==> src/rtl/tcs_cfg.svh <==
// register map, field positions and timing constants of the channel select block
`ifndef TCS_CFG_SVH
`define TCS_CFG_SVH
`define TCS_ADDR_W 8
`define TCS_OFF_CTRL 8'h00
`define TCS_OFF_MCR 8'h04
`define TCS_OFF_FRAME 8'h08
`define TCS_OFF_TXDATA 8'h0C
`define TCS_OFF_RXDATA 8'h10
`define TCS_OFF_STAT 8'h14
`define TCS_OFF_RXEN0 8'h20
`define TCS_OFF_TXEN0 8'h30
`define TCS_CTRL_TXEN 0
`define TCS_CTRL_RXEN 1
`define TCS_CTRL_DLYEN 2
`define TCS_CTRL_TXIM 5:4
`define TCS_CTRL_RXIM 7:6
`define TCS_MCR_RXMC 0
`define TCS_MCR_TXPOL 2:1
`define TCS_MCR_RXENH 3
`define TCS_MCR_TXENH 4
`define TCS_MCR_RPA 6:5
`define TCS_MCR_RPB 8:7
`define TCS_MCR_XPA 10:9
`define TCS_MCR_XPB 12:11
`define TCS_MCR_RCB 15:13
`define TCS_MCR_XCB 18:16
`define TCS_FRM_TXLEN 6:0
`define TCS_FRM_RXLEN 14:8
`define TCS_FRM_WLEN 20:16
`define TCS_WLEN_RST 5'h07
`define TCS_IRQ_PER_COPY 2'h0
`define TCS_TURN_ON_DELAY_NS 20
`define TCS_CLK_NS 10
`define TCS_TURN_ON_CYC ((`TCS_TURN_ON_DELAY_NS + `TCS_CLK_NS - 1) / `TCS_CLK_NS)
`endif

==> src/rtl/tcs_pkg.sv <==
// types shared by the channel select block
package tcs_pkg;
    typedef enum logic [1:0] {
        TCS_POL_ALL = 2'b00,
        TCS_POL_SEL = 2'b01,
        TCS_POL_MASK = 2'b10,
        TCS_POL_SYM = 2'b11
    } tcs_pol_t;
    typedef enum logic {
        TCS_IDLE = 1'b0,
        TCS_ACTIVE = 1'b1
    } tcs_frm_t;
endpackage

==> src/rtl/tcs_oe_if.sv <==
// carrier between frame logic and the data-out enable delay
`timescale 1ns/1ns
`default_nettype none
interface tcs_oe_if;
    logic drive_req;
    logic delay_en;
    logic oe_n;
    modport ctl (output drive_req, output delay_en, input oe_n);
    modport dly (input drive_req, input delay_en, output oe_n);
endinterface
`default_nettype wire

==> src/rtl/tcs_oe_delay.sv <==
// data-out enable with optional extra turn-on delay
`timescale 1ns/1ns
`default_nettype none
`include "tcs_cfg.svh"
module tcs_oe_delay #(
    parameter int unsigned DELAY_CYC = `TCS_TURN_ON_CYC
) (
    input wire logic clk,
    input wire logic rstn,
    tcs_oe_if.dly oe
);
    localparam int unsigned CW = $clog2(DELAY_CYC + 1);
    logic [CW-1:0] cnt_r;
    wire logic wait_more = oe.delay_en && (cnt_r != CW'(DELAY_CYC));

    generate
        if (DELAY_CYC < 1) begin : g_chk
            $error("turn-on delay must be at least one cycle");
        end
    endgenerate

    // only the enable is held back; data timing is untouched
    always_ff @(posedge clk or negedge rstn) begin
        if (!rstn) begin
            oe.oe_n <= 1'b1;
            cnt_r <= '0;
        end else if (!oe.drive_req) begin
            oe.oe_n <= 1'b1;
            cnt_r <= '0;
        end else if (oe.oe_n && wait_more) begin
            cnt_r <= cnt_r + CW'(1);
        end else begin
            oe.oe_n <= 1'b0;
        end
    end
endmodule
`default_nettype wire

==> src/rtl/tcs_top.sv <==
// multichannel selection and data-out driver control of a tdm serial port
`timescale 1ns/1ns
`default_nettype none
`include "tcs_cfg.svh"
module tcs_top #(
    parameter int unsigned DELAY_CYC = `TCS_TURN_ON_CYC
) (
    input wire logic clk,
    input wire logic rstn,
    input wire logic [`TCS_ADDR_W-1:0] addr,
    input wire logic [31:0] wdata,
    input wire logic wr,
    input wire logic rd,
    output logic [31:0] rdata,
    input wire logic tx_bit_clock,
    input wire logic frame_sync,
    input wire logic serial_data_in,
    output logic serial_data_out,
    output logic serial_data_out_oe_n,
    output logic tx_irq,
    output logic rx_irq
);
    // control fields
    logic tx_on_r, rx_on_r, data_out_turn_on_delay_en;
    logic [1:0] tx_irq_mode, rx_irq_mode;
    logic rx_multichan_en, rx_enhanced_select_en, tx_enhanced_select_en;
    tcs_pkg::tcs_pol_t tx_multichan_policy;
    logic [1:0] rx_blk_a_r, rx_blk_b_r, tx_blk_a_r, tx_blk_b_r;
    logic [6:0] tx_frame_length, rx_frame_length;
    logic [4:0] wlen_r;
    logic [127:0] rx_chan_r, tx_chan_r;
    logic [31:0] tx_data_reg, rx_data_reg, rd_val;
    logic tx_full_r, rx_full_r, rx_ovr_r;
    // pin synchronisers; stage one feeds only stage two
    logic bclk_s1, bclk_s2, bclk_s3, fs_s1, fs_s2, din_s1, din_s2;
    // serial engine state
    tcs_pkg::tcs_frm_t frm_r;
    logic [4:0] bit_r;
    logic [6:0] elem_r;
    logic [31:0] tx_shift_reg, rx_buffer_reg;
    logic drive_r, drive_nxt;
    tcs_oe_if oeif ();
    // address decode
    wire logic w_ctrl = wr && (addr == `TCS_OFF_CTRL);
    wire logic w_mcr = wr && (addr == `TCS_OFF_MCR);
    wire logic w_frame = wr && (addr == `TCS_OFF_FRAME);
    wire logic w_txd = wr && (addr == `TCS_OFF_TXDATA);
    wire logic r_rxd = rd && (addr == `TCS_OFF_RXDATA);

    // enhanced only when both directions ask for it
    wire logic enh = rx_enhanced_select_en && tx_enhanced_select_en;
    wire logic tx_mc = (tx_multichan_policy != tcs_pkg::TCS_POL_ALL);
    wire logic sym = (tx_multichan_policy == tcs_pkg::TCS_POL_SYM);

    // channel hit: enhanced uses all 128 bits, normal only register 0
    function automatic logic chan_hit(input logic [127:0] vec, input logic [6:0] n,
                                      input logic [1:0] pa, input logic [1:0] pb,
                                      input logic e);
        logic blk_ok;
        blk_ok = n[4] ? (pb == n[6:5]) : (pa == n[6:5]);
        if (e) begin
            chan_hit = vec[n];
        end else begin
            chan_hit = blk_ok && vec[n[4:0]];
        end
    endfunction

    // frame sequencing; a frame closes on its last falling edge as the far clock may stop
    wire logic rise = bclk_s2 && !bclk_s3;
    wire logic fall = !bclk_s2 && bclk_s3;
    wire logic active = (frm_r == tcs_pkg::TCS_ACTIVE);
    wire logic last_bit = (bit_r == wlen_r);
    wire logic last_elem = (elem_r == tx_frame_length);
    wire logic frame_end = fall && active && last_bit && last_elem;
    wire logic start = rise && (fs_s2 || (active && last_bit && !last_elem));
    wire logic [6:0] start_idx = fs_s2 ? 7'h00 : elem_r + 7'h01;
    // symmetric mode uses the receive blocks for transmit too
    wire logic [1:0] tpa = sym ? rx_blk_a_r : tx_blk_a_r;
    wire logic [1:0] tpb = sym ? rx_blk_b_r : tx_blk_b_r;
    wire logic tx_hit = chan_hit(tx_chan_r, start_idx, tpa, tpb, enh);
    wire logic rx_hit_t = chan_hit(rx_chan_r, start_idx, rx_blk_a_r, rx_blk_b_r, enh);
    wire logic rx_hit = chan_hit(rx_chan_r, elem_r, rx_blk_a_r, rx_blk_b_r, enh);

    // transmit policy decode
    logic tx_load, tx_drive;
    always_comb begin
        case (tx_multichan_policy)
            tcs_pkg::TCS_POL_ALL: begin
                tx_load = 1'b1;
                tx_drive = 1'b1;
            end
            tcs_pkg::TCS_POL_SEL: begin
                tx_load = tx_hit;
                tx_drive = tx_hit;
            end
            tcs_pkg::TCS_POL_MASK: begin
                tx_load = 1'b1;
                tx_drive = tx_hit;
            end
            default: begin
                // loads on receive enables; drives only where the transmit enable also hits
                tx_load = rx_hit_t;
                tx_drive = rx_hit_t && tx_hit;
            end
        endcase
    end

    wire logic do_load = start && tx_on_r && tx_load;
    wire logic rx_sel = !rx_multichan_en || rx_hit;
    wire logic rx_copy = fall && active && last_bit && rx_on_r && rx_sel
                         && (elem_r <= rx_frame_length);
    wire logic [31:0] tx_just = tx_data_reg << (5'h1F - wlen_r);
    wire logic [31:0] rx_word = {rx_buffer_reg[30:0], din_s2};
    wire logic [31:0] wmask = 32'hFFFF_FFFF >> (5'h1F - wlen_r);

    // drive only inside frame and only for elements that are driven
    always_comb begin
        drive_nxt = drive_r;
        if (!tx_on_r || frame_end) begin
            drive_nxt = 1'b0;
        end else if (start) begin
            drive_nxt = tx_drive;
        end
    end

    assign oeif.drive_req = drive_nxt;
    assign oeif.delay_en = data_out_turn_on_delay_en;
    assign serial_data_out_oe_n = oeif.oe_n;

    tcs_oe_delay #(
        .DELAY_CYC(DELAY_CYC)
    ) u_oe (
        .clk(clk),
        .rstn(rstn),
        .oe(oeif)
    );

    // register read decode
    always_comb begin
        rd_val = 32'h0000_0000;
        if (addr == `TCS_OFF_CTRL) begin
            rd_val[`TCS_CTRL_TXEN] = tx_on_r;
            rd_val[`TCS_CTRL_RXEN] = rx_on_r;
            rd_val[`TCS_CTRL_DLYEN] = data_out_turn_on_delay_en;
            rd_val[`TCS_CTRL_TXIM] = tx_irq_mode;
            rd_val[`TCS_CTRL_RXIM] = rx_irq_mode;
        end else if (addr == `TCS_OFF_MCR) begin
            rd_val[`TCS_MCR_RXMC] = rx_multichan_en;
            rd_val[`TCS_MCR_TXPOL] = tx_multichan_policy;
            rd_val[`TCS_MCR_RXENH] = rx_enhanced_select_en;
            rd_val[`TCS_MCR_TXENH] = tx_enhanced_select_en;
            rd_val[`TCS_MCR_RPA] = rx_blk_a_r;
            rd_val[`TCS_MCR_RPB] = rx_blk_b_r;
            rd_val[`TCS_MCR_XPA] = tx_blk_a_r;
            rd_val[`TCS_MCR_XPB] = tx_blk_b_r;
            rd_val[`TCS_MCR_RCB] = elem_r[6:4];
            rd_val[`TCS_MCR_XCB] = elem_r[6:4];
        end else if (addr == `TCS_OFF_FRAME) begin
            rd_val[`TCS_FRM_TXLEN] = tx_frame_length;
            rd_val[`TCS_FRM_RXLEN] = rx_frame_length;
            rd_val[`TCS_FRM_WLEN] = wlen_r;
        end else if (addr == `TCS_OFF_TXDATA) begin
            rd_val = tx_data_reg;
        end else if (addr == `TCS_OFF_RXDATA) begin
            rd_val = rx_data_reg;
        end else if (addr == `TCS_OFF_STAT) begin
            rd_val = {28'h000_0000, active, rx_ovr_r, rx_full_r, tx_full_r};
        end else if (addr[7:6] == 2'h0 && addr[5] && addr[1:0] == 2'h0) begin
            // 0x20..0x3C: receive then transmit enable words
            rd_val = addr[4] ? tx_chan_r[{addr[3:2], 5'h00} +: 32]
                             : rx_chan_r[{addr[3:2], 5'h00} +: 32];
        end
    end

    always_ff @(posedge clk or negedge rstn) begin
        if (!rstn) begin
            rdata <= 32'h0000_0000;
        end else begin
            rdata <= rd ? rd_val : 32'h0000_0000;
        end
    end

    // enable words: one per register index and direction
    genvar k;
    generate
        for (k = 0; k < 4; k++) begin : g_en
            wire logic w_rx = wr && (addr == `TCS_OFF_RXEN0 + 8'(4 * k));
            wire logic w_tx = wr && (addr == `TCS_OFF_TXEN0 + 8'(4 * k));
            always_ff @(posedge clk or negedge rstn) begin
                if (!rstn) begin
                    rx_chan_r[32*k +: 32] <= 32'h0000_0000;
                    tx_chan_r[32*k +: 32] <= 32'h0000_0000;
                end else begin
                    if (w_rx) rx_chan_r[32*k +: 32] <= wdata;
                    if (w_tx) tx_chan_r[32*k +: 32] <= wdata;
                end
            end
        end
    endgenerate

    // control writes
    always_ff @(posedge clk or negedge rstn) begin
        if (!rstn) begin
            tx_on_r <= 1'b0;
            rx_on_r <= 1'b0;
            data_out_turn_on_delay_en <= 1'b0;
            tx_irq_mode <= 2'h0;
            rx_irq_mode <= 2'h0;
        end else if (w_ctrl) begin
            tx_on_r <= wdata[`TCS_CTRL_TXEN];
            rx_on_r <= wdata[`TCS_CTRL_RXEN];
            data_out_turn_on_delay_en <= wdata[`TCS_CTRL_DLYEN];
            tx_irq_mode <= wdata[`TCS_CTRL_TXIM];
            rx_irq_mode <= wdata[`TCS_CTRL_RXIM];
        end
    end

    // software orders enables, then enhanced bits, then modes; no interlock here
    always_ff @(posedge clk or negedge rstn) begin
        if (!rstn) begin
            rx_multichan_en <= 1'b0;
            tx_multichan_policy <= tcs_pkg::TCS_POL_ALL;
            rx_enhanced_select_en <= 1'b0;
            tx_enhanced_select_en <= 1'b0;
            rx_blk_a_r <= 2'h0;
            rx_blk_b_r <= 2'h0;
            tx_blk_a_r <= 2'h0;
            tx_blk_b_r <= 2'h0;
        end else if (w_mcr) begin
            rx_multichan_en <= wdata[`TCS_MCR_RXMC];
            tx_multichan_policy <= tcs_pkg::tcs_pol_t'(wdata[`TCS_MCR_TXPOL]);
            rx_enhanced_select_en <= wdata[`TCS_MCR_RXENH];
            tx_enhanced_select_en <= wdata[`TCS_MCR_TXENH];
            rx_blk_a_r <= wdata[`TCS_MCR_RPA];
            rx_blk_b_r <= wdata[`TCS_MCR_RPB];
            tx_blk_a_r <= wdata[`TCS_MCR_XPA];
            tx_blk_b_r <= wdata[`TCS_MCR_XPB];
        end
    end
    always_ff @(posedge clk or negedge rstn) begin
        if (!rstn) begin
            tx_frame_length <= 7'h00;
            rx_frame_length <= 7'h00;
            wlen_r <= `TCS_WLEN_RST;
        end else if (w_frame) begin
            tx_frame_length <= wdata[`TCS_FRM_TXLEN];
            rx_frame_length <= wdata[`TCS_FRM_RXLEN];
            wlen_r <= wdata[`TCS_FRM_WLEN];
        end
    end
    // transmit holding word; a write in the copy cycle keeps the flag set
    always_ff @(posedge clk or negedge rstn) begin
        if (!rstn) begin
            tx_data_reg <= 32'h0000_0000;
            tx_full_r <= 1'b0;
        end else if (w_txd) begin
            tx_data_reg <= wdata;
            tx_full_r <= 1'b1;
        end else if (do_load) begin
            tx_full_r <= 1'b0;
        end
    end
    // pin synchronisers
    always_ff @(posedge clk or negedge rstn) begin
        if (!rstn) begin
            {bclk_s1, bclk_s2, bclk_s3} <= 3'h0;
            {fs_s1, fs_s2} <= 2'h0;
            {din_s1, din_s2} <= 2'h0;
        end else begin
            {bclk_s1, bclk_s2, bclk_s3} <= {tx_bit_clock, bclk_s1, bclk_s2};
            {fs_s1, fs_s2} <= {frame_sync, fs_s1};
            {din_s1, din_s2} <= {serial_data_in, din_s1};
        end
    end
    // frame and element counters, advanced on bit clock rising edges
    always_ff @(posedge clk or negedge rstn) begin
        if (!rstn) begin
            frm_r <= tcs_pkg::TCS_IDLE;
            bit_r <= 5'h00;
            elem_r <= 7'h00;
        end else if (start) begin
            frm_r <= tcs_pkg::TCS_ACTIVE;
            bit_r <= 5'h00;
            elem_r <= start_idx;
        end else if (frame_end) begin
            frm_r <= tcs_pkg::TCS_IDLE;
            bit_r <= 5'h00;
        end else if (rise && active) begin
            bit_r <= bit_r + 5'h01;
        end
    end

    // transmit shifter: data timing does not depend on the delay bit
    always_ff @(posedge clk or negedge rstn) begin
        if (!rstn) begin
            tx_shift_reg <= 32'h0000_0000;
            serial_data_out <= 1'b0;
            drive_r <= 1'b0;
            tx_irq <= 1'b0;
        end else begin
            drive_r <= drive_nxt;
            tx_irq <= do_load && (tx_irq_mode == `TCS_IRQ_PER_COPY);
            if (do_load) begin
                tx_shift_reg <= tx_just;
                serial_data_out <= tx_just[31];
            end else if (start) begin
                tx_shift_reg <= 32'h0000_0000;
                serial_data_out <= 1'b0;
            end else if (rise && active) begin
                tx_shift_reg <= {tx_shift_reg[30:0], 1'b0};
                serial_data_out <= tx_shift_reg[30];
            end
        end
    end

    // receive shifter, sampled on falling edges
    always_ff @(posedge clk or negedge rstn) begin
        if (!rstn) begin
            rx_buffer_reg <= 32'h0000_0000;
            rx_data_reg <= 32'h0000_0000;
            rx_full_r <= 1'b0;
            rx_ovr_r <= 1'b0;
            rx_irq <= 1'b0;
        end else begin
            rx_irq <= rx_copy && (rx_irq_mode == `TCS_IRQ_PER_COPY);
            if (fall && active) begin
                rx_buffer_reg <= last_bit ? 32'h0000_0000 : rx_word;
            end
            // a copy in the read cycle wins over the clear
            if (rx_copy) begin
                rx_data_reg <= rx_word & wmask;
                rx_full_r <= 1'b1;
            end else if (r_rxd) begin
                rx_full_r <= 1'b0;
            end
            if (rx_copy && rx_full_r && !r_rxd) begin
                rx_ovr_r <= 1'b1;
            end else if (w_ctrl) begin
                rx_ovr_r <= 1'b0;
            end
        end
    end
endmodule
`default_nettype wire

==> config.mk <==
export PLATFORM = sky130hd
export DESIGN_NAME = tcs_top
export DESIGN_NICKNAME = d
export VERILOG_FILES = /design/src/rtl/tcs_pkg.sv /design/src/rtl/tcs_oe_if.sv /design/src/rtl/tcs_oe_delay.sv /design/src/rtl/tcs_top.sv
export VERILOG_INCLUDE_DIRS = /design/src /design/src/rtl
export SDC_FILE = /design/constraint.sdc
export NUM_CORES = 1
export LEC_CHECK = 0
export ABC_CLOCK_PERIOD_IN_PS = 4700
export BUFFER_PORTS_ARGS = -buffer_cell sky130_fd_sc_hd__buf_2
export CAP_MARGIN = 10
export CORE_MARGIN = 2
export CORE_UTILIZATION = 55
export CTS_CLUSTER_SIZE = 14
export DETAILED_ROUTE_END_ITERATION = 16
export GPL_TIMING_DRIVEN = 0
export HOLD_SLACK_MARGIN = 0.05
export PLACE_DENSITY = 0.73
export SKIP_CTS_REPAIR_TIMING = 1
export SYNTH_ARGS = -nofsm -noshare
export SYNTH_HDL_FRONTEND = slang
export SYNTH_SLANG_ARGS = --single-unit
export TNS_END_PERCENT = 30
==> constraint.sdc <==
create_clock -name clk -period 4.7 [get_ports clk]
set_clock_uncertainty 0.05 [all_clocks]
set_input_delay 0.94 -clock clk [delete_from_list [all_inputs] [get_ports clk]]
set_output_delay 0.94 -clock clk [all_outputs]
set_load 0.01 [all_outputs]
[After elaboration in Yosys (flattened, before gate mapping)]
Index checks and enable logic that the tools add are counted.
Widths: inputs -> output; s select.
Operators by class
  $add $sub $neg: 4
  order comparisons: 5
  eq/ne operators: 27
  shift-type cells: 4
  multiplexer cells: 65
  bitwise gates (word level): 1
  reduce and logical (&&, ||, !) cells: 63
Operators by type and width (number)
  $shiftx 128x8->32: 2
  $mux 32: 6
  $mux 31: 4
  $eq 8x6->1 const B: 8
  $logic_and 1x1->1: 40
  $and 32x32->32: 1
  $shl 32x5->32: 1
  $shr 32x5->32 const A: 1
  $mux 1: 30
  $mux 24: 1
  $bmux 1 s7: 3
  $mux 7: 3
  $mux 5: 4
  $mux 19: 1
  $eq 8x4->1 const B: 2
  $eq 8x5->1 const B: 2
  $lt 5x8->1 const B: 2
  $lt 7x8->1 const B: 2
  $bmux 1 s5: 3
  $mux 13: 1
  $eq 2x2->1: 6
  $mux 11: 1
  $logic_not 2->1: 5
  $eq 8x3->1 const B: 1
  21 further kinds: 39
Word-level totals
  register bits: 483
  input bits: 47
  output and inout port bits: 36
  logic and storage cells: 217

[Longest topological paths before layout]
  depth in word-level cells: 11
  gate-level depth with buffers: 17
  gate-level depth less buffers: 11

[By module]
A second synthesis with hierarchy kept.
Second synthesis, totals
  cells, all modules: 2305
  area total of the unflattened synthesis: 26949.6 um^2
Modules (own cells, without submodules)
  tcs_top: instances 1, cells each 2292, area each 26800.7 um^2, sequential area each 12015.3 um^2
  tcs_oe_delay: instances 1, cells each 13, area each 148.9 um^2, sequential area each 76.3 um^2

[Worst setup path after synthesis]
OpenSTA, ideal clock, no wires.
  kind: register to register
  start: register elem_r[0]
  end: register rx_data_reg[10]
  setup time: 125 ps
  data arrival time: 3418 ps
  required time: 4525 ps
  setup slack: 1107 ps
  stages on the path, launching flop included: 18
  path buffers: 6
  clock period less this slack: 3593 ps
  path through: dfrtp_1 > buf_6 > buf_12 > inv_2 > buf_4 > buf_4 > buf_2 > ha_1 > nor2b_1 > o21a_1 > o21a_1 > o21a_1 > o21a_1 > o21a_1 > o22a_1 > a311oi_4 > buf_6 > mux2_4
Between the ends
  word-level cells in the longest chain between the ends: 7
  elaborated cells between the ends (all ways): 10
  classes of those cells: 1 x order compare; 5 x mux; 4 x reduce/logical
RTL lines
  start: declaration: RTL line tcs_top.sv:39  | logic [6:0] elem_r;
  start signal: assignment: RTL line tcs_top.sv:284  | elem_r <= start_idx;
  branches (longest 6 deep; another with $bmux 1 s7)
  $logic_and 1x1->1 (*): RTL line tcs_top.sv:111  | && (elem_r <= rx_frame_length);
  end signal: assignment: RTL line tcs_top.sv:331  | rx_data_reg <= rx_word & wmask;
  end: declaration: RTL line tcs_top.sv:32  | logic [31:0] tx_data_reg, rx_data_reg, rd_val;
Mark *: on every way between the ends. The select of a mux whose other input is x is not followed.
A chain may end at the register's enable or synchronous reset.

[Final worst setup path]
  start: register elem_r[1]
  end: register tx_shift_reg[12]
Between the ends
  word-level cells in the longest chain between the ends: 9
  elaborated cells between the ends (all ways): 31
  classes of those cells: 1 x add/sub; 5 x eq/ne; 16 x mux; 9 x reduce/logical
RTL lines
  branches (longest 9 deep; another with $add 7x1->7)
  end signal: assignment: RTL line tcs_top.sv:304  | tx_shift_reg <= tx_just;
  end signal: assignment: RTL line tcs_top.sv:310  | tx_shift_reg <= {tx_shift_reg[30:0], 1'b0};
  end: declaration: RTL line tcs_top.sv:40  | logic [31:0] tx_shift_reg, rx_buffer_reg;
Several ways; the timed one is not identified. The select of a mux whose other input is x is not followed.

==> flow_summary.ini <==
[sta]
relSlewSlack_pct = 9.16
final-hold-violation-count = 0
worstMarginPinSlew_ps = 1360
rsz0062_at_grt = false
final.min_clock_period_ps = 4840
setup_viol = 35
fmax_mhz = 207
fin_tns_setup_ps = -2390
timing.hold.ws_ps = 141
fin_crit_sh_pct = 103
slew_violations = 0
fin_ws_ps = -142

[placed_design]
dp_hpwl_um = 84300
io_buffers = 72
dp_slack_ps = -553
postPlaceCellArea_mm2 = 0.0286
placedCellCount = 3079
gp_congestion = 1.06

[synth]
synth-seq-cells = 483
ys.warnings.count = 0
synthesis.nets = 2398
synthFlopType = dfrtp_1
synthCells = 2336
async_flop_share_pct = 100
yosysSeqAreaShare_pct = 44.4
syn_area_per_cell_um2 = 11.7
synth_edf_count = 0
synthDistinctLibCells = 86
syn_area_mm2 = 0.0272

[route]
drtPass1Iterations = 8
viasPerCell = 7.15
wire_per_inst_um = 35.4
wl_um = 113000
route.vias.total = 22800
drcViolationCount = 0
drt-initial-drc-count = 3086
drtAntennaViolNets = 0

[critical_path]
r2r_start = elem_r[1]$_DFFE_PN0P_
reg2reg_slack_ps = -140
arrival_ps = 5260
cp.required_ps = 5120
start_kind = register
cp-end-kind = register
critical_path_class = reg2reg
timing.rr.end = tx_shift_reg[12]$_DFFE_PN0P_
cp_max_fo = 10
reg2reg_depth = 12

[power]
cellLeakagePower_nw = 13.5
ir_drop_v = 0.000319
fin_total_pwr_mw = 11.5
p_per_area_mw_per_mm2 = 376

[global_routing]
grtUsageTotal_pct = 44.4
grt_pass1_vias = 22300
grt_remaining_overflow = 0
grt_pass1_wl_um = 160000
antenna_found_initial = 12
grt_max_degree = 129

[die]
core_mm2 = 0.0488
start_util_pct = 55.7
ios = 83
fp-row-count = 81
die_width_um = 226
dieHeight_um = 226
die_area_mm2 = 0.0513

[run]
maxCapViolations = 0

[clocking]
numCtsBuffers = 53
root_buffer = clkbuf_16
cts.sinks = 483
clockBufferDepth = 3
htreeDepth = 2
clkSlewWorstSetupHoldPaths_ps = 60
clock_latency_ps = 630
cts_tree = done

[layout]
post-route-util_pct = 62.6
fin_area_mm2 = 0.0306
nets = 2534
final_cell_mix = 479 x dfrtp_1, 348 x mux2_2, 272 x nand2_1
top_regs = rx_chan_r: 128 flops, tx_chan_r: 128 flops
instances_no_fill = 3187
syn2layout_area_growth_pct = 12.4
final_common_cell = dfrtp_1
drive_above_1_share_pct = 30.4

[min_path]
hold_class = in2async

[status]
violations = negative setup slack
outcome = finished with violations
-- how the worst max path moves through the flow --
| stage | start | to | slack [ps] | cells after the start |
|---|---|---|---|---|
| after floorplan | elem_r[0]$_DFFE_PN0P_ | rx_data_reg[10]$_DFFE_PN0P_ | 1110 | 17 |
| after global placement | rstn | rx_chan_r[116]$_DFFE_PN0P_ | -6750 | 1 |
| after detailed placement | elem_r[1]$_DFFE_PN0P_ | u_oe.cnt_r[0]$_DFFE_PN0P_ | -550 | 12 |
| after CTS | elem_r[1]$_DFFE_PN0P_ | tx_shift_reg[14]$_DFFE_PN0P_ | -570 | 13 |
| after global routing | elem_r[1]$_DFFE_PN0P_ | tx_shift_reg[12]$_DFFE_PN0P_ | 0.2 | 12 |
| final | elem_r[1]$_DFFE_PN0P_ | tx_shift_reg[12]$_DFFE_PN0P_ | -140 | 12 |
-- critical path, cell delays in order (launching register included) --
cell and delay [ps]:
dfrtp_1 430, buf_4 270, and3_1 180, buf_2 190
xor2_2 750, mux4_2 420, a2111oi_1 810, nor4_1 160
a22oi_1 500, a21boi_1 230, o211ai_4 350, buf_6 220
o32ai_2 100
-- cell usage after synthesis, types with 6 or more instances --
cell type,instances,share of area (%)
or3_1,12,0.28
mux2i_1,109,4.0
nor2_1,71,0.98
nand3_1,28,0.51
ha_1,15,0.69
a311oi_1,6,0.19
a211oi_1,18,0.50
nor4_1,11,0.25
nand2_1,272,3.8
and2_1,15,0.34
xor2_1,9,0.29
nand2b_1,8,0.18
a21boi_0,14,0.39
a31oi_1,17,0.39
a21oi_1,64,1.2
mux4_2,129,11
a221oi_1,6,0.19
a22oi_1,17,0.47
dfrtp_1,479,44
buf_4,8,0.22
mux2_2,348,14
clkbuf_1,119,1.6
o211ai_1,29,0.80
nand4_1,8,0.18
o22ai_1,42,0.97
buf_1,40,0.55
nor3_1,15,0.28
nor2b_1,12,0.28
inv_1,29,0.40
and3_1,11,0.25
a222oi_1,15,0.55
buf_2,21,0.39
a2111oi_0,7,0.23
xnor2_1,16,0.51
o221ai_1,23,0.74
o21ai_0,152,2.8
a21o_1,7,0.19
buf_6,15,0.62
o21a_1,9,0.25
mux2_4,16,0.88
-- routing by layer --
| layer | global-route usage [%] | part of all wire (%) |
|---|---|---|
| met1 | 54.9 | 37 |
| met4 | 28.6 | 7.3 |
| met2 | 68.6 | 45 |
| met5 | 0 | 0.038 |
| met3 | 12.7 | 10 |
-- final cells by class --
cell class,count,area (um2)
Sequential cell,483,12100
Clock inverter,35,488
Tap cell,664,831
Inverter,32,120
Timing Repair Buffer,82,549
Fill cell,3941,18300
Buffer,209,1020
Clock buffer,63,1430
Multi-Input combinational cell,1611,14000
Antenna cell,8,20.0
-- where the power goes --
part	switching [mW]	internal, mW	leakage, nW
Sequential	0.273	4.40	6.56
Clock	1.84	2.79	0.942
Combinational	1.43	0.760	6.01
-- kinds of logic (layout without fill, tap and decap cells) --
group,Yosys count,in the layout,synth area share (%)
AOI/OAI and AO/OA,481,481,11.8
adders and majority gates,15,15,0.689
muxes,603,603,30.1
xor gates and xnor gates,28,28,0.984
and+or+nand+nor,484,484,7.90
DFF,483,483,44.4
other,0,8,0
buffers and inverters,242,421,4.14
Power figures use the tool's default switching activity.
